File: src/rbf_pkg.sv
// Purpose: constants and types for the receive byte framing and interrupt enable block
// Assumes: 32-bit AXI4-Lite register bus, byte-wide registers in the low bits
// Notes:   printed offsets are not all multiples of four, so they are indices

package rbf_pkg;

    // register indices; byte address is four times the index
    localparam logic [7:0] RBF_IDX_CTRL   = 8'h06;
    localparam logic [7:0] RBF_IDX_INT_EN = 8'h07;
    localparam logic [7:0] RBF_IDX_STAT   = 8'h08;
    localparam logic [7:0] RBF_IDX_DATA_A = 8'h09;
    localparam logic [7:0] RBF_IDX_DATA_B = 8'h0B;
    localparam logic [7:0] RBF_IDX_MASK   = 8'h0C;

    localparam logic [7:0] RBF_CTRL_RST   = 8'h03;
    localparam logic [7:0] RBF_INT_EN_RST = 8'h00;
    localparam logic [7:0] RBF_CTRL_WMASK = 8'h0F;

    // control field positions
    localparam int RBF_CTRL_MODE_BIT = 3;
    localparam int RBF_CTRL_GAP_LSB  = 0;
    localparam int RBF_CTRL_GAP_W    = 3;

    // per channel event positions within a nibble (enable uses all four; status shares only full and eof)
    localparam int RBF_EV_FULL = 0;
    localparam int RBF_EV_EOF  = 1;
    localparam int RBF_EV_OVF  = 2;
    localparam int RBF_EV_UNF  = 3;
    localparam int RBF_CH_W    = 4;

    // status bit positions per channel nibble
    localparam int RBF_ST_VALID = 3;
    localparam int RBF_ST_FLOW  = 2;

    localparam logic [1:0] RBF_RESP_OKAY   = 2'h0;
    localparam logic [1:0] RBF_RESP_SLVERR = 2'h2;

    // receiver bit strobe from one correlator channel
    typedef struct packed {
        logic valid;
        logic data;
    } rbf_bit_s;

    typedef enum logic [1:0] {
        RBF_IDLE,
        RBF_RESP
    } rbf_bus_e;

endpackage

File: src/rbf_top.sv
// Purpose: receive byte framing, end-of-frame gap detection and receive interrupts
// Assumes: single clock; bit strobes arrive one cycle wide, synchronous to clk
// Notes:   registers reached over AXI4-Lite; serial pins are passed through in bit mode
//
// Added by the designer: the AXI4-Lite interface to the registers.

`timescale 1ns/1ns
`default_nettype none

module rbf_top
    import rbf_pkg::*;
#(
    parameter int ADDR_W = 8
) (
    input  wire logic              clk,
    input  wire logic              rst_b,
    // AXI4-Lite slave
    input  wire logic [ADDR_W-1:0] s_axi_awaddr,
    input  wire logic              s_axi_awvalid,
    output logic                   s_axi_awready,
    input  wire logic [31:0]       s_axi_wdata,
    input  wire logic [3:0]        s_axi_wstrb,
    input  wire logic              s_axi_wvalid,
    output logic                   s_axi_wready,
    output logic [1:0]             s_axi_bresp,
    output logic                   s_axi_bvalid,
    input  wire logic              s_axi_bready,
    input  wire logic [ADDR_W-1:0] s_axi_araddr,
    input  wire logic              s_axi_arvalid,
    output logic                   s_axi_arready,
    output logic [31:0]            s_axi_rdata,
    output logic [1:0]             s_axi_rresp,
    output logic                   s_axi_rvalid,
    input  wire logic              s_axi_rready,
    // demodulated bits from the two correlator channels
    input  wire rbf_pkg::rbf_bit_s rx_bit_a,
    input  wire rbf_pkg::rbf_bit_s rx_bit_b,
    // one pulse per bit time, valid or not
    input  wire logic              bit_tick,
    // serial pins towards the host, live only in bit-serial mode
    output logic                   serial_data_pin,
    output logic                   serial_data_valid_pin,
    output logic                   byte_mode_select,
    output logic                   irq
);

    // ---------------- functions ----------------
    function automatic logic [ADDR_W-1:0] idx_addr(input logic [7:0] idx);
        idx_addr = ADDR_W'({idx, 2'b00});
    endfunction

    function automatic logic [7:0] lane_merge(input logic [7:0] old_v,
                                              input logic [31:0] wd,
                                              input logic [3:0] st);
        lane_merge = st[0] ? wd[7:0] : old_v;
    endfunction

    // ---------------- registers ----------------
    logic [7:0] ctrl_r;
    logic [7:0] int_en_r;
    logic [7:0] stat_r;
    logic [7:0] stat_nxt;
    logic [7:0] data_a_r;
    logic [7:0] data_b_r;
    logic [1:0] full_r;
    logic [1:0] valid_all_r;

    assign byte_mode_select = ctrl_r[RBF_CTRL_MODE_BIT];
    wire [RBF_CTRL_GAP_W-1:0] gap_len = ctrl_r[RBF_CTRL_GAP_LSB +: RBF_CTRL_GAP_W];

    // ---------------- AXI4-Lite write path ----------------
    logic              aw_held_r;
    logic              w_held_r;
    logic [ADDR_W-1:0] aw_addr_r;
    logic [31:0]       w_data_r;
    logic [3:0]        w_strb_r;
    logic              bvalid_r;
    logic [1:0]        bresp_r;

    assign s_axi_awready = !aw_held_r && !bvalid_r;
    assign s_axi_wready  = !w_held_r && !bvalid_r;
    assign s_axi_bvalid  = bvalid_r;
    assign s_axi_bresp   = bresp_r;

    wire               aw_fire = s_axi_awvalid && s_axi_awready;
    wire               w_fire  = s_axi_wvalid && s_axi_wready;
    wire               aw_have = aw_held_r || aw_fire;
    wire               w_have  = w_held_r || w_fire;
    wire               wr_do   = aw_have && w_have;
    wire [ADDR_W-1:0]  wr_addr = aw_held_r ? aw_addr_r : s_axi_awaddr;
    wire [31:0]        wr_data = w_held_r ? w_data_r : s_axi_wdata;
    wire [3:0]         wr_strb = w_held_r ? w_strb_r : s_axi_wstrb;

    wire wr_ctrl  = wr_do && (wr_addr == idx_addr(RBF_IDX_CTRL));
    wire wr_en    = wr_do && (wr_addr == idx_addr(RBF_IDX_INT_EN));
    wire wr_stat  = wr_do && (wr_addr == idx_addr(RBF_IDX_STAT));
    wire wr_known = wr_ctrl || wr_en || wr_stat;

    always_ff @(posedge clk or negedge rst_b) begin
        if (!rst_b) begin
            aw_held_r <= 1'b0;
            w_held_r  <= 1'b0;
            aw_addr_r <= '0;
            w_data_r  <= '0;
            w_strb_r  <= '0;
            bvalid_r  <= 1'b0;
            bresp_r   <= RBF_RESP_OKAY;
        end else begin
            if (aw_fire) begin
                aw_addr_r <= s_axi_awaddr;
            end
            if (w_fire) begin
                w_data_r <= s_axi_wdata;
                w_strb_r <= s_axi_wstrb;
            end
            aw_held_r <= aw_have && !wr_do;
            w_held_r  <= w_have && !wr_do;
            if (wr_do) begin
                bvalid_r <= 1'b1;
                bresp_r  <= wr_known ? RBF_RESP_OKAY : RBF_RESP_SLVERR;
            end else if (s_axi_bready) begin
                bvalid_r <= 1'b0;
            end
        end
    end

    // reserved control bits are kept at zero whatever is written
    always_ff @(posedge clk or negedge rst_b) begin
        if (!rst_b) begin
            ctrl_r   <= RBF_CTRL_RST;
            int_en_r <= RBF_INT_EN_RST;
        end else begin
            if (wr_ctrl) begin
                ctrl_r <= lane_merge(ctrl_r, wr_data, wr_strb) & RBF_CTRL_WMASK;
            end
            if (wr_en) begin
                int_en_r <= lane_merge(int_en_r, wr_data, wr_strb);
            end
        end
    end

    // ---------------- AXI4-Lite read path ----------------
    logic        rvalid_r;
    logic [31:0] rdata_r;
    logic [1:0]  rresp_r;

    assign s_axi_arready = !rvalid_r;
    assign s_axi_rvalid  = rvalid_r;
    assign s_axi_rdata   = rdata_r;
    assign s_axi_rresp   = rresp_r;

    wire ar_fire  = s_axi_arvalid && s_axi_arready;
    wire rd_ctrl  = s_axi_araddr == idx_addr(RBF_IDX_CTRL);
    wire rd_en    = s_axi_araddr == idx_addr(RBF_IDX_INT_EN);
    wire rd_stat  = s_axi_araddr == idx_addr(RBF_IDX_STAT);
    wire rd_da    = s_axi_araddr == idx_addr(RBF_IDX_DATA_A);
    wire rd_db    = s_axi_araddr == idx_addr(RBF_IDX_DATA_B);
    wire rd_known = rd_ctrl || rd_en || rd_stat || rd_da || rd_db;

    // side effects of reads happen at the address handshake
    wire rd_stat_ev = ar_fire && rd_stat;
    wire rd_da_ev   = ar_fire && rd_da;
    wire rd_db_ev   = ar_fire && rd_db;

    wire [7:0] rd_mux = rd_ctrl ? ctrl_r :
                        rd_en   ? int_en_r :
                        rd_stat ? stat_r :
                        rd_da   ? data_a_r :
                        rd_db   ? data_b_r : 8'h00;

    always_ff @(posedge clk or negedge rst_b) begin
        if (!rst_b) begin
            rvalid_r <= 1'b0;
            rdata_r  <= '0;
            rresp_r  <= RBF_RESP_OKAY;
        end else if (ar_fire) begin
            rvalid_r <= 1'b1;
            rdata_r  <= {24'h000000, rd_mux};
            rresp_r  <= rd_known ? RBF_RESP_OKAY : RBF_RESP_SLVERR;
        end else if (s_axi_rready) begin
            rvalid_r <= 1'b0;
        end
    end

    // ---------------- receive framing, one per channel ----------------
    rbf_bit_s   rx_bit [2];
    logic [1:0] load_ev;
    logic [1:0] eof_ev;
    logic [1:0] rd_ev;
    logic [7:0] load_byte [2];
    logic [1:0] load_full;

    assign rx_bit[0] = rx_bit_a;
    assign rx_bit[1] = rx_bit_b;
    assign rd_ev     = {rd_db_ev, rd_da_ev};

    // bit-serial path: received bits appear on the pins only when byte mode is off
    assign serial_data_pin       = !byte_mode_select && rx_bit_a.data;
    assign serial_data_valid_pin = !byte_mode_select && rx_bit_a.valid && bit_tick;

    for (genvar c = 0; c < 2; c++) begin : g_ch
        logic [7:0]                shift_r;
        logic [3:0]                cnt_r;
        logic                      armed_r;
        logic [RBF_CTRL_GAP_W:0]   gap_r;

        wire got_bit   = bit_tick && rx_bit[c].valid;
        wire miss_bit  = bit_tick && !rx_bit[c].valid;
        // gap counts invalid bit times; event once count exceeds the field
        wire gap_done  = armed_r && miss_bit && (gap_r >= {1'b0, gap_len});
        wire [7:0] sh_nxt = {shift_r[6:0], rx_bit[c].data};
        wire byte_done = got_bit && (cnt_r == 4'h7);

        // only byte mode loads assembled bytes; serial mode still shifts but leaves the data registers alone
        assign eof_ev[c]    = byte_mode_select && gap_done && (cnt_r != 4'h0);
        assign load_ev[c]   = (byte_mode_select && byte_done) || eof_ev[c];
        assign load_byte[c] = byte_done ? sh_nxt : shift_r;
        assign load_full[c] = byte_done;

        always_ff @(posedge clk or negedge rst_b) begin
            if (!rst_b) begin
                shift_r <= '0;
                cnt_r   <= '0;
                armed_r <= 1'b0;
                gap_r   <= '0;
            end else if (got_bit) begin
                armed_r <= 1'b1;
                gap_r   <= '0;
                // a finished byte leaves nothing behind, so a later partial byte is clean
                shift_r <= byte_done ? '0 : sh_nxt;
                cnt_r   <= byte_done ? 4'h0 : cnt_r + 4'h1;
            end else if (gap_done) begin
                armed_r <= 1'b0;
                gap_r   <= '0;
                cnt_r   <= '0;
                shift_r <= '0;
            end else if (miss_bit && armed_r) begin
                gap_r <= gap_r + 1'b1;
            end
        end
    end

    // frame end with no pending partial byte still counts as a frame event
    logic [1:0] frame_end;
    assign frame_end[0] = byte_mode_select && g_ch[0].gap_done;
    assign frame_end[1] = byte_mode_select && g_ch[1].gap_done;

    // ---------------- data registers and status ----------------
    always_ff @(posedge clk or negedge rst_b) begin
        if (!rst_b) begin
            data_a_r    <= '0;
            data_b_r    <= '0;
            full_r      <= '0;
            valid_all_r <= '0;
        end else begin
            for (int c = 0; c < 2; c++) begin
                if (load_ev[c]) begin
                    full_r[c]      <= 1'b1;
                    valid_all_r[c] <= load_full[c];
                end else if (rd_ev[c]) begin
                    full_r[c] <= 1'b0;
                end
            end
            if (load_ev[0]) begin
                data_a_r <= load_byte[0];
            end
            if (load_ev[1]) begin
                data_b_r <= load_byte[1];
            end
        end
    end

    // sticky events: set wins over the clear from a status read
    always_comb begin
        stat_nxt = stat_r;
        for (int c = 0; c < 2; c++) begin
            if (rd_stat_ev) begin
                stat_nxt[c*RBF_CH_W + RBF_EV_EOF]  = 1'b0;
                stat_nxt[c*RBF_CH_W + RBF_ST_FLOW] = 1'b0;
                stat_nxt[c*RBF_CH_W + RBF_EV_FULL] = 1'b0;
            end
            if (wr_stat) begin
                stat_nxt[c*RBF_CH_W +: RBF_CH_W] = stat_nxt[c*RBF_CH_W +: RBF_CH_W]
                    & ~wr_data[c*RBF_CH_W +: RBF_CH_W];
            end
            if (load_ev[c]) begin
                stat_nxt[c*RBF_CH_W + RBF_EV_FULL] = 1'b1;
            end
            if (frame_end[c]) begin
                stat_nxt[c*RBF_CH_W + RBF_EV_EOF] = 1'b1;
            end
            if ((load_ev[c] && full_r[c] && !rd_ev[c]) || (rd_ev[c] && !full_r[c])) begin
                stat_nxt[c*RBF_CH_W + RBF_ST_FLOW] = 1'b1;
            end
            stat_nxt[c*RBF_CH_W + RBF_ST_VALID] = valid_all_r[c];
        end
    end

    // separate pending flags so each enable bit sees its own cause
    logic [7:0] pend_r;
    logic [7:0] pend_nxt;
    always_comb begin
        pend_nxt = pend_r;
        for (int c = 0; c < 2; c++) begin
            if (rd_stat_ev) begin
                pend_nxt[c*RBF_CH_W +: RBF_CH_W] = '0;
            end
            if (load_ev[c]) begin
                pend_nxt[c*RBF_CH_W + RBF_EV_FULL] = 1'b1;
            end
            if (frame_end[c]) begin
                pend_nxt[c*RBF_CH_W + RBF_EV_EOF] = 1'b1;
            end
            if (load_ev[c] && full_r[c] && !rd_ev[c]) begin
                pend_nxt[c*RBF_CH_W + RBF_EV_OVF] = 1'b1;
            end
            if (rd_ev[c] && !full_r[c]) begin
                pend_nxt[c*RBF_CH_W + RBF_EV_UNF] = 1'b1;
            end
        end
    end

    always_ff @(posedge clk or negedge rst_b) begin
        if (!rst_b) begin
            stat_r <= '0;
            pend_r <= '0;
        end else begin
            stat_r <= stat_nxt;
            pend_r <= pend_nxt;
        end
    end

    // enable layout matches the pending layout bit for bit
    assign irq = |(pend_r & int_en_r);

endmodule // rbf_top

`default_nettype wire

File: config.mk
export PLATFORM = sky130hd
export DESIGN_NAME = rbf_top
export DESIGN_NICKNAME = d
export VERILOG_FILES = /design/src/rbf_pkg.sv /design/src/rbf_top.sv
export SDC_FILE = /design/constraint.sdc
export NUM_CORES = 1
export LEC_CHECK = 0
export BUFFER_PORTS_ARGS = -buffer_cell sky130_fd_sc_hd__buf_2
export CORE_UTILIZATION = 25
export CTS_CLUSTER_SIZE = 12
export DETAILED_ROUTE_END_ITERATION = 8
export SYNTH_ARGS = -nofsm -noshare
export SYNTH_HDL_FRONTEND = slang
export SYNTH_SLANG_ARGS = --single-unit
File: constraint.sdc
create_clock -name clk -period 6.1 [get_ports clk]
set_input_delay 0 -clock clk [delete_from_list [all_inputs] [get_ports clk]]
set_output_delay 0 -clock clk [all_outputs]
set_load 0.01 [all_outputs]
### After elaboration in Yosys (flattened, before gate mapping)

Cells that the tools add are included.
Widths: inputs -> output; s select.

| word-level totals | value |
|---|---|
| register bits after elaboration | 115 |
| input port bits | 64 |
| output and inout port bits | 45 |
| logic and storage cells | 201 |

| cells by class | value |
|---|---|
| add/sub/neg operators | 4 |
| order comparisons | 2 |
| equal/unequal tests | 10 |
| mux-type cells | 61 |
| bitwise logic cells | 5 |
| reductions and logical operators | 84 |

Operators with widths:

| operator | count |
|---|---|
| $mux 8 | 15 |
| $mux 4 | 13 |
| $logic_and 1x1->1 | 39 |
| $eq 8x5->1 const B | 4 |
| $eq 8x6->1 const B | 4 |
| $reduce_bool 2->1 | 14 |
| $mux 1 | 27 |
| $add 4x1->4 const B | 4 |
| $logic_not 1->1 | 12 |
| $logic_or 1x1->1 | 12 |
| $mux 3 | 4 |
| $and 8x8->8 | 1 |
| $eq 4x3->1 const B | 2 |
| $ge 4x3->1 | 2 |
| $reduce_bool 4->1 | 2 |
| $reduce_or 8->1 | 1 |
| $and 3x3->3 | 2 |
| $not 3->3 | 2 |
| $reduce_bool 3->1 | 2 |
| $mux 2 | 2 |
| $reduce_and 2->1 | 2 |

### Depth between registers and ports, before layout

Gate-level depths: netlist of run 1.

| depth | value |
|---|---|
| depth after elaboration | 11 |
| gate-level depth with buffers | 9 |
| gate-level depth less buffers | 7 |

### Least setup slack after synthesis of run 1

Ideal clock, no wire load.

| timing path | value |
|---|---|
| path type | register to register |
| start point | register ctrl_r[1] |
| end point | register full_r[1] |
| setup time | 130 ps |
| arrival time | 1848 ps |
| data required time | 5970 ps |
| setup slack | 4122 ps |
| cell stages (with the launch flop) | 9 |
| buffers on the path | 2 |
| clock period less this slack | 1978 ps |
| cells stage by stage | dfstp_2 > inv_1 > ha_1 > a211oi_1 > o21ai_1 > a22oi_1 > clkbuf_1 > buf_2 > o21ai_0 |

| on the way | value |
|---|---|
| word-level cells in the longest chain between the ends | 6 |
| elaborated cells on any way between the ends | 7 |
| those cells by class | 1 x order compare; 1 x mux; 5 x reduce/logical |

RTL lines:

| element | line | RTL |
|---|---|---|
| from (decl) | rbf_top.sv:59 | `logic [7:0] ctrl_r;` |
| from (signal assigned) | rbf_top.sv:134 | `ctrl_r <= lane_merge(ctrl_r, wr_data, wr_strb) & RBF_CTRL_WMASK;` |
| $ge 4x3->1 * | rbf_top.sv:210 | `wire gap_done = armed_r && miss_bit && (gap_r >= {1'b0, gap_len});` |
| $logic_and 1x1->1 * | rbf_top.sv:210 |  |
| $logic_and 1x1->1 * (2 in series) | rbf_top.sv:215 | `assign eof_ev[c] = byte_mode_select && gap_done && (cnt_r != 4'h0);` |
| $logic_or 1x1->1 * | rbf_top.sv:216 | `assign load_ev[c] = (byte_mode_select && byte_done) \|\| eof_ev[c];` |
| $mux 1 or $reduce_bool 2->1 (tied branches) | n/a |  |
| to (signal assigned) | rbf_top.sv:253 | `full_r <= '0;` |
| to (signal, indexed assignment) | rbf_top.sv:258 | `full_r[c] <= 1'b1;` |
| to (signal, indexed assignment) | rbf_top.sv:261 | `full_r[c] <= 1'b0;` |
| to (decl) | rbf_top.sv:65 | `logic [1:0] full_r;` |

Mark *: on every way between the ends. The rest lies on a longest branch, timed or not.
A chain may end at the register's enable or synchronous reset.

### Final worst setup path of run 1

| timing path | value |
|---|---|
| start point | register aw_held_r |
| end point | register int_en_r[3] |

| on the way | value |
|---|---|
| word-level cells in the longest chain between the ends | 7 |
| elaborated cells on any way between the ends | 9 |
| those cells by class | 1 x eq/ne; 1 x mux; 7 x reduce/logical |

RTL lines:

| element | line | RTL |
|---|---|---|
| from (decl) | rbf_top.sv:72 | `logic aw_held_r;` |
| from (signal assigned) | rbf_top.sv:116 | `aw_held_r <= aw_have && !wr_do;` |
| branches (longest 5 deep; another with $mux 8) | n/a |  |
| $logic_and 1x1->1 * | rbf_top.sv:95 | `wire wr_en = wr_do && (wr_addr == idx_addr(RBF_IDX_INT_EN));` |
| $reduce_and 2->1 (no line) * | n/a |  |
| to (signal assigned) | rbf_top.sv:137 | `int_en_r <= lane_merge(int_en_r, wr_data, wr_strb);` |
| to (decl) | rbf_top.sv:60 | `logic [7:0] int_en_r;` |

Mark *: on every way between the ends.

==> results of run 1 <==
power by group through the flow:
stage               combinational, mW  sequential, mW  clock [mW]
floorplan                       0.384            1.00           0
global placement                0.463            1.04           0
detailed placement              0.472            1.05           0
CTS                             0.489            1.04       0.958
global route                    0.542            1.06       0.992
finish                          0.481            1.04       0.936
layout make-up:
class	count	area, sq um
fill	2257	15100
timing repair buffer	85	571
clock buffer	27	513
multi-input combinational	387	2570
tap	280	350
sequential	113	2830
inverter	21	78.8
clock inverter	5	50.0
worst min-delay path by stage:
stage                     slack [ps]              to
after floorplan                 -300    aw_addr_r[0]
after global placement           170    aw_addr_r[0]
after detailed placement         160    aw_addr_r[1]
after CTS                        0.3  s_axi_rresp[1]
after global routing              30  s_axi_rresp[1]
final                             20  s_axi_rresp[1]
sequential cells by signal, summed over array words and instances, names as in the netlist:
name	count
stat_r	8
s_axi_rresp	1
w_data_r	8
pend_r	8
s_axi_rdata	8
g_ch.gap_r	8
s_axi_rvalid	1
valid_all_r	2
data_a_r	8
s_axi_bresp	1
full_r	2
data_b_r	8
w_strb_r	1
s_axi_bvalid	1
g_ch.shift_r	16
ctrl_r	4
aw_held_r	1
aw_addr_r	8
int_en_r	8
g_ch.armed_r	2
g_ch.cnt_r	8
w_held_r	1
Yosys cell counts, drive strengths merged, types with 3 or more instances:
cell type  number
mux2i          35
mux2           23
o22ai           6
nor4            3
nor2           25
ha             12
inv            21
buf            34
clkbuf         15
a22oi           5
and2            5
dfrtp         111
o21ai          62
a32oi           4
o211ai          9
a221oi          3
a21oi           6
a22o           20
nand4           4
nor3            6
nand3           8
nor2b           7
xnor2           3
nand2          79
stage by stage:
| step | instances | setup slack [ps] | hold WS [ps] | area (sq um) |
|---|---|---|---|---|
| CTS | 918 | 3290 | 0.306 | 6960 |
| finish | 918 | 3340 | 22.0 | 6960 |
| global route | 918 | 3120 | 31.8 | 6960 |
| global placement | 859 | 3330 | 168 | 6130 |
| floorplan | 570 | 4120 | -296 | 5780 |
| detailed placement | 859 | 3320 | 160 | 6130 |
cell families (layout without fill, tap and decap cells):
kind of cell	after synthesis	in the layout	share of synthesized area, %
AOI/OAI and AO/OA	133	133	15.6
xor gates and xnor gates	4	4	0.617
adders and majority gates	12	12	2.64
buffers and inverters	70	138	6.60
DFF	113	113	49.8
muxes	58	58	10.9
other	1	26	0.0660
and+or+nand+nor	154	154	13.8
routing by layer:
layer | up-vias | share of wire [%] | track usage, %
met5 | - | 0 | 0
li1 | 2060 | - | -
met2 | 67 | 45 | 17.4
met3 | 21 | 3.4 | 3.16
met4 | 0 | 1.6 | 4.18
met1 | 2059 | 50 | 15.0
worst reg2reg max path: cells and delay by family, from the launching register on:
| kind | cells | cell delay, ps |
|---|---|---|
| AOI/OAI and AO/OA | 1 | 280 |
| DFF | 1 | 500 |
| muxes | 1 | 410 |
| and+or+nand+nor | 2 | 1460 |
placed cells by master (no fill, tap or decap), types with 7 or more instances in the layout:
cell	count
dfrtp_1	111
nand2_1	79
o21ai_0	54
buf_2	54
mux2i_1	34
dlygate4sd3_1	27
conb_1	26
nor2_1	24
mux2_2	22
inv_1	21
a22o_1	20
clkbuf_16	17
ha_1	12
o211ai_1	9
nand3_1	8
nor2b_1	7
timing repair:
item / CTS / global route
hold buffers: 27 / 0
buffers inserted: 0 / 0
endpoints found under the hold margin: 99 / 0
resized for setup: 0 / 0
==> impl_metrics.ini, run 1 <==
[worst_setup_path]
reg2reg_depth = 4
required_ps = 6390
startpoint = aw_held_r
critPathCaptureType = flip-flop
worstReg2RegStart = aw_held_r
cp_slowest_cell = or4_1
crit_buf_inv = 0
path_cells = nor3b_4 > o22ai_1 > or4_1 > mux2_4
cp.depth = 4
r2r_slack_ps = 3340
critPathTopFamily = simple AND/OR/NAND/NOR gates
reg2reg_to = int_en_r[3]
cpPeakStageDelay_ps = 900
path_max_fanout = 15
crit_type = flip-flop to flip-flop
setup.worst_path.start_class = flip-flop
worstPathArrival_ps = 3060
critPathCapture = int_en_r[3]

[detailed_routing]
drc = 7
vias = 4207
wl_per_cell_um = 13.8
dr.pass1.iters = 8
wl_um = 12600
drt_first_iter_violations = 213
viasPerCell = 4.58
ant_nets = 0

[clock_network]
cts_root_buf = clkbuf_16
clock_latency_ps = 420
cts_buffer_depth = 2
cts.clk_slew.worst_paths_ps = 50
htreeDepth = 4
cts_tree = built
cts_sinks = 113
cts_buffers = 17

[yosys]
avgSynthCellArea_sq_um = 10.4
ys_ff_latch = 113
synth_top_cell_by_area = dfrtp_1
synth_edf_count = 0
yosys_warnings = 0
synth.area.top_cells = dfrtp_1, mux2i_1, nand2_1, o21ai_0, mux2_2
synthesis.area_sq_um = 5680
ys.flop_type = dfrtp_1
synth_top_area_share_pct = 48.9
synth.distinct_cells = 60
async_flop_share_pct = 100
synth_cells = 545
yosysSeqAreaShare_pct = 49.8

[min_path]
hp-start = s_axi_araddr[5]
min_path_type = primary input to flip-flop
min_path_cells = 4

[grt]
grt_pass1_vias = 4035
grt-ovfl-total = 0
grt_max_degree = 65
track_usage_pct = 11.3
grt_pass1_wl_um = 20700
antenna_found_initial = 0

[floorplanning]
start_util_pct = 25.8
die_width_um = 153
die-area_sq_um = 23300
fp-row-count = 54
ios = 109
core_area_sq_um = 22000
die_h_um = 153

[pwr]
power.share.sequential_pct = 42.2
powerDensity_nw_per_um2 = 352
leakage_nw = 3.12
sw_frac_of_total_pct = 28.8
peakVddDrop_uv = 227
intPower_mw = 1.75
combinationalPowerShare_pct = 19.6
p_clk_share_pct = 38.2
switchingPower_mw = 0.707
power_mw = 2.45

[sta]
max_slew_margin_pct = 38.2
worst_pin_slew_ps = 926
fin_crit_sh_pct = 45.3
fin_tns_setup_ps = 0
fin_crit_ps = 2760
rsz0062_at_grt = no
hold_viol = 0
slew_violations = 0
setup_viol = 0
fmax_ghz = 0.362
clock_skew_ps = 11.7

[run_status]
status = finished with violations
violations = DRC

[cells_and_area]
drive_above_1_share_pct = 19.9
final_util_pct = 31.6
synthToLayoutAreaGrowth_pct = 22.5
nNetsFinal = 701
n_antenna_cell = 0

[placed_design]
io_buffers = 55
place.gp.congestion = 0.756
place_hpwl_um = 8830

[job]
maxCapViolations = 0
Note: power is estimated with default switching activity, not from simulation.
==> inputs of run 2 (changes only) <==
==> constraint.sdc (replaced) <==
create_clock -name clk -period 2.6 [get_ports clk]
set_input_delay 0 -clock clk [delete_from_list [all_inputs] [get_ports clk]]
set_output_delay 0 -clock clk [all_outputs]
set_load 0.01 [all_outputs]
==> run 2 against run 1 <==
  * The flow still finishes with violations (DRC)
  * Critical path depth grew 4
  * Worst hold slack gained 6.3 ps
  * Final cell count grew 1.3%
  * Largest power group is now clock
  * Clock power grew to 2.9 times the previous value
  * Critical path type unchanged
  * Routed wire length grew 2.6%
  * Critical endpoint is now g_ch[0].gap_r[0]
==> impl_metrics.ini, run 2 (synthesis gave the netlist of run 1 again) <==
[cells_and_area]
largest_reg_flops = 16
n_antenna_cell = 0
stdcell_area_sq_um = 7220
final_cell_mix = dfrtp_1, nand2_1, buf_2, o21ai_0, mux2i_1
nNetsFinal = 713
drive_above_1_share_pct = 21.7
top_register = g_ch.shift_r
nFillCells = 2246
synthToLayoutAreaGrowth_pct = 27.1
final_common_cell = dfrtp_1

[pwr]
powerDensity_nw_per_um2 = 882
leakage_nw = 3.25
peakVddDrop_uv = 497

[clock_network]
cts_tree = built
cts_setup_buffers = 0
htreeDepth = 4
cts_buffers = 17
cts.clk_slew.worst_paths_ps = 50
clock_latency_ps = 410
cts_root_buf = clkbuf_16
cts_sinks = 113
cts_buffer_depth = 2

[grt]
antenna_found_initial = 0
track_usage_pct = 11.8
grt-ovfl-total = 0
grt_pass1_vias = 4239
grt_pass1_wl_um = 21900
grt_max_degree = 48

[detailed_routing]
drt_first_iter_violations = 224
dr.pass1.iters = 8
ant_nets = 0
drc = 7
wl_um = 13000
vias = 4293
viasPerCell = 4.62
wl_per_cell_um = 13.9

[sta]
finalWorstSetupSlack_ps = 203
fmax_ghz = 0.417
fin_crit_sh_pct = 92.2
clock_skew_ps = 6.38
slew_violations = 0
setup_viol = 0
fin_crit_ps = 2400
hold_viol = 0
rsz0062_at_grt = no
fin_tns_setup_ps = 0
worst_pin_slew_ps = 823
max_slew_margin_pct = 45.1

[placed_design]
placed_area_sq_um = 6240
place_hpwl_um = 9240
dp_slack_ps = 274
place.gp.congestion = 0.779
io_buffers = 55

[run_status]
violations = DRC
status = finished with violations

[floorplanning]
die_width_um = 153
die_h_um = 153
die-area_sq_um = 23300
core_area_sq_um = 22000
start_util_pct = 25.8
ios = 109
fp-row-count = 54

[worst_setup_path]
required_ps = 2880
worstPathArrival_ps = 2680
crit_type = flip-flop to flip-flop
critPathCaptureType = flip-flop
setup.worst_path.start_class = flip-flop
path_max_fanout = 5

[job]
maxCapViolations = 0

[min_path]
min_path_type = primary input to flip-flop
==> run 2: power breakdown <==
| group | internal (mW) | total [mW] | leakage [nW] | switching, mW |
|---|---|---|---|---|
| sequential | 2.10 | 2.40 | 1.46 | 0.302 |
| clock | 1.97 | 2.76 | 0.340 | 0.789 |
| combinational | 0.597 | 1.21 | 1.45 | 0.612 |
==> run 2: timing repair <==
| item | CTS | global route |
|---|---|---|
| gates resized for setup | 0 | 1 |
| endpoints found under the hold margin | 78 | 0 |
| hold buffers | 28 | 0 |
| endpoints found under the setup margin | 0 | 1 |
==> run 2: layer usage <==
layer  global-route usage (%)  share of wire (%)  vias up
li1                         -                  -     2090
met3                     2.99                4.4       14
met1                     15.3                 47     2095
met2                     19.1                 47       94
met5                        0                  0        -
met4                     4.14                1.4        0
==> run 2: final timing paths <==
| kind | from | end | slack, ps | cells past startpoint |
|---|---|---|---|---|
| worst min-delay path | s_axi_araddr[5] | s_axi_rresp[1] | 30 | 4 |
| worst max-delay path | ctrl_r[1] | g_ch[0].gap_r[0] | 200 | 8 |
| worst max register to register | ctrl_r[1] | g_ch[0].gap_r[0] | 200 | 8 |
| max in group asynchronous | rst_b | s_axi_rdata[5] | 1700 | 3 |
| min in group asynchronous | rst_b | aw_addr_r[1] | 140 | 2 |
| worst min register to register | valid_all_r[0] | stat_r[3] | 390 | 0 |
==> run 2: metrics by stage <==
step                util, %  power, mW  hold slack (ps)  cells
global placement       28.3       3.57             55.0    870
floorplan                 -       3.25             -296    570
detailed placement     28.3       3.60             56.5    870
global route           32.8       6.70             51.1    930
finish                 32.8       6.37             28.3    930
CTS                    32.8       6.44             9.60    930
==> run 2: layout make-up <==
class / instances / area [sq um] / share of cell area, %
clock inverter: 10 / 228 / 3.15
sequential: 113 / 2830 / 39.2
multi-input combinational: 387 / 2570 / 35.6
timing repair buffer: 97 / 688 / 9.53
clock buffer: 22 / 474 / 6.57
tap: 280 / 350 / 4.85
inverter: 21 / 78.8 / 1.09
==> run 2: critical path, cell delays in order (launching register included) <==
cell           delay (ps)
dfstp_2               510
inv_1                 110
ha_1                  310
nand2_1                50
o21ai_1               250
nand2_1               200
a2bb2oi_1             190
o22ai_1                90
dlygate4sd3_1         560
==> inputs of run 3 (changes only) <==
--- a/config.mk
+++ b/config.mk
@@ -5,6 +5,7 @@
 export SDC_FILE = /design/constraint.sdc
 export NUM_CORES = 1
 export LEC_CHECK = 0
+export ABC_AREA = 1
 export BUFFER_PORTS_ARGS = -buffer_cell sky130_fd_sc_hd__buf_2
 export CORE_UTILIZATION = 25
 export CTS_CLUSTER_SIZE = 12
==> run 3 against run 2 <==
  * The run now ends clean
  * Fmax is 8.1% higher
  * Final cell count is 23% higher
  * Worst hold slack worse by 12 ps
  * Global-route usage is 0.54 points higher
==> impl_metrics.ini, run 3 <==
[run_status]
status = finished clean

[worst_setup_path]
setup.worst_path.start_class = flip-flop
path_max_fanout = 19
worstPathArrival_ps = 2510
required_ps = 2890
critPathCaptureType = flip-flop
crit_type = flip-flop to flip-flop

[yosys]
synth_commonest_cells = nand2_1, dfrtp_1, inv_1, o21ai_0, nor2_1
async_flop_share_pct = 100
synth.distinct_cells = 38
yosysMostFrequentCell = nand2_1
synth_cells = 733
ys.flop_type = dfrtp_1
synth.area.top_cells = dfrtp_1, nand2_1, o21ai_0, inv_1, buf_4
yosys_warnings = 0
synth_edf_count = 0
ys_ff_latch = 113
synthesis.area_sq_um = 5930
synth_top_cell_by_area = dfrtp_1
avgSynthCellArea_sq_um = 8.08
yosysSeqAreaShare_pct = 47.8
synth_top_area_share_pct = 46.9

[detailed_routing]
vias = 4829
wl_per_cell_um = 12.2
ant_nets = 0
wl_um = 14000
drc = 0
dr.pass1.iters = 5
viasPerCell = 4.21
drt_first_iter_violations = 286

[pwr]
intPower_mw = 4.04
sw_frac_of_total_pct = 32.7
leakage_nw = 3.75
switchingPower_mw = 1.96
combinationalPowerShare_pct = 23.6
p_clk_share_pct = 36.1
peakVddDrop_uv = 478
power.share.sequential_pct = 40.2
powerDensity_nw_per_um2 = 826

[sta]
fin_crit_ps = 2220
fmax_ghz = 0.451
hold_viol = 0
max_slew_margin_pct = 53.7
whs_ps = 16.1
finalWorstSetupSlack_ps = 382
rsz0062_at_grt = no
setup_viol = 0
fin_crit_sh_pct = 85.3
worst_pin_slew_ps = 695
clock_skew_ps = 6.88
fin_tns_setup_ps = 0
slew_violations = 0

[grt]
grt_pass1_vias = 4707
grt-ovfl-total = 0
track_usage_pct = 12.4
grt_max_degree = 68
antenna_found_initial = 0
grt_pass1_wl_um = 23300

[job]
maxCapViolations = 0

[cells_and_area]
drive_above_1_share_pct = 15.0
nFillCells = 2422
synthToLayoutAreaGrowth_pct = 22.7
final_util_pct = 31.7
nNetsFinal = 898
n_antenna_cell = 0
final_cell_mix = nand2_1, dfrtp_1, inv_1, o21ai_0, buf_2
top_register = g_ch.shift_r
largest_reg_flops = 16
final_common_cell = nand2_1

[floorplanning]
die-area_sq_um = 24300
start_util_pct = 25.9
die_h_um = 156
fp-row-count = 55
core_area_sq_um = 22900
die_width_um = 156
ios = 109

[placed_design]
place.gp.congestion = 0.847
io_buffers = 55
place_hpwl_um = 10300
dp_slack_ps = 528

[clock_network]
cts_sinks = 113
ctsHoldBuffers = 27
cts.clk_slew.worst_paths_ps = 50
cts_buffer_depth = 2
cts_tree = built
cts_resized = 0
cts_root_buf = clkbuf_16
cts_setup_buffers = 0
clock_latency_ps = 410
cts_buffers = 17
htreeDepth = 4

[min_path]
min_path_type = primary input to flip-flop
run 3: cell types whose count changed after synthesis, moves of 22 or more:
cell,previous run,this run
inv_1,21,94
mux2_2,22,0
mux2i_1,34,0
nand2_1,79,215
nand3_1,8,37
o21ai_0,54,77
run 3: cell type report:
type                            instances  area [sq um]  share of cell area, %
Clock buffer                           25           495                   6.82
Clock inverter                          6          55.1                  0.757
Inverter                              102           388                   5.34
Multi-Input combinational cell        504          2530                   34.9
Sequential cell                       113          2830                   38.9
Tap cell                              313           392                   5.39
Timing Repair Buffer                   84           576                   7.92
run 3: cells by family (layout without fill, tap and decap cells):
| kind of cell | Yosys count | after routing | share of synthesized area (%) |
|---|---|---|---|
| and+or+nand+nor | 345 | 345 | 27.0 |
| buffers and inverters | 141 | 217 | 11.1 |
| AOI/OAI and AO/OA | 114 | 114 | 10.5 |
| DFF | 113 | 113 | 47.8 |
| adders and majority gates | 12 | 12 | 2.53 |
| xor gates and xnor gates | 6 | 6 | 0.887 |
| other | 1 | 26 | 0.0633 |
| muxes | 1 | 1 | 0.232 |
run 3: power by group through the flow:
stage	logic, mW	clock network (mW)	registers, mW
after global routing	1.64	2.30	2.47
final	1.42	2.17	2.41
after CTS	1.44	2.21	2.41
after global placement	1.35	0	2.43
after floorplan	1.14	0	2.33
after detailed placement	1.39	0	2.44
run 3: worst paths after layout:
kind,from,to,slack [ps],cells after the start
max in group asynchronous,rst_b,stat_r[6],1630,3
min in group asynchronous,rst_b,w_data_r[2],160,2
min,bit_tick,g_ch[1].armed_r,20,3
min reg2reg,valid_all_r[1],stat_r[7],400,0
max reg2reg,w_held_r,w_strb_r[0],380,5
max,w_held_r,w_strb_r[0],380,5
run 3: worst max-delay path: stages, from the launching register on:
cell,delay [ps]
dfrtp_1,790
nor2_8,80
nand3_1,90
dlygate4sd3_1,550
nand2_1,50
dlygate4sd3_1,540
run 3: metrics by stage:
stage / power, mW / std cells / cell area (sq um)
floorplan: 3.47 / 758 / 6020
global placement: 3.78 / 1089 / 6450
detailed placement: 3.82 / 1089 / 6450
CTS: 6.06 / 1147 / 7270
global route: 6.41 / 1147 / 7270
finish: 6.00 / 1147 / 7270
run 3: metal layers:
metal  global-route usage, %  up-vias  wire [um]
li1                        -     2475          -
met1                    16.0     2252       6770
met2                    19.4       87       6410
met3                    3.22       15        573
met4                    5.42        0        278
met5                       0        -          0
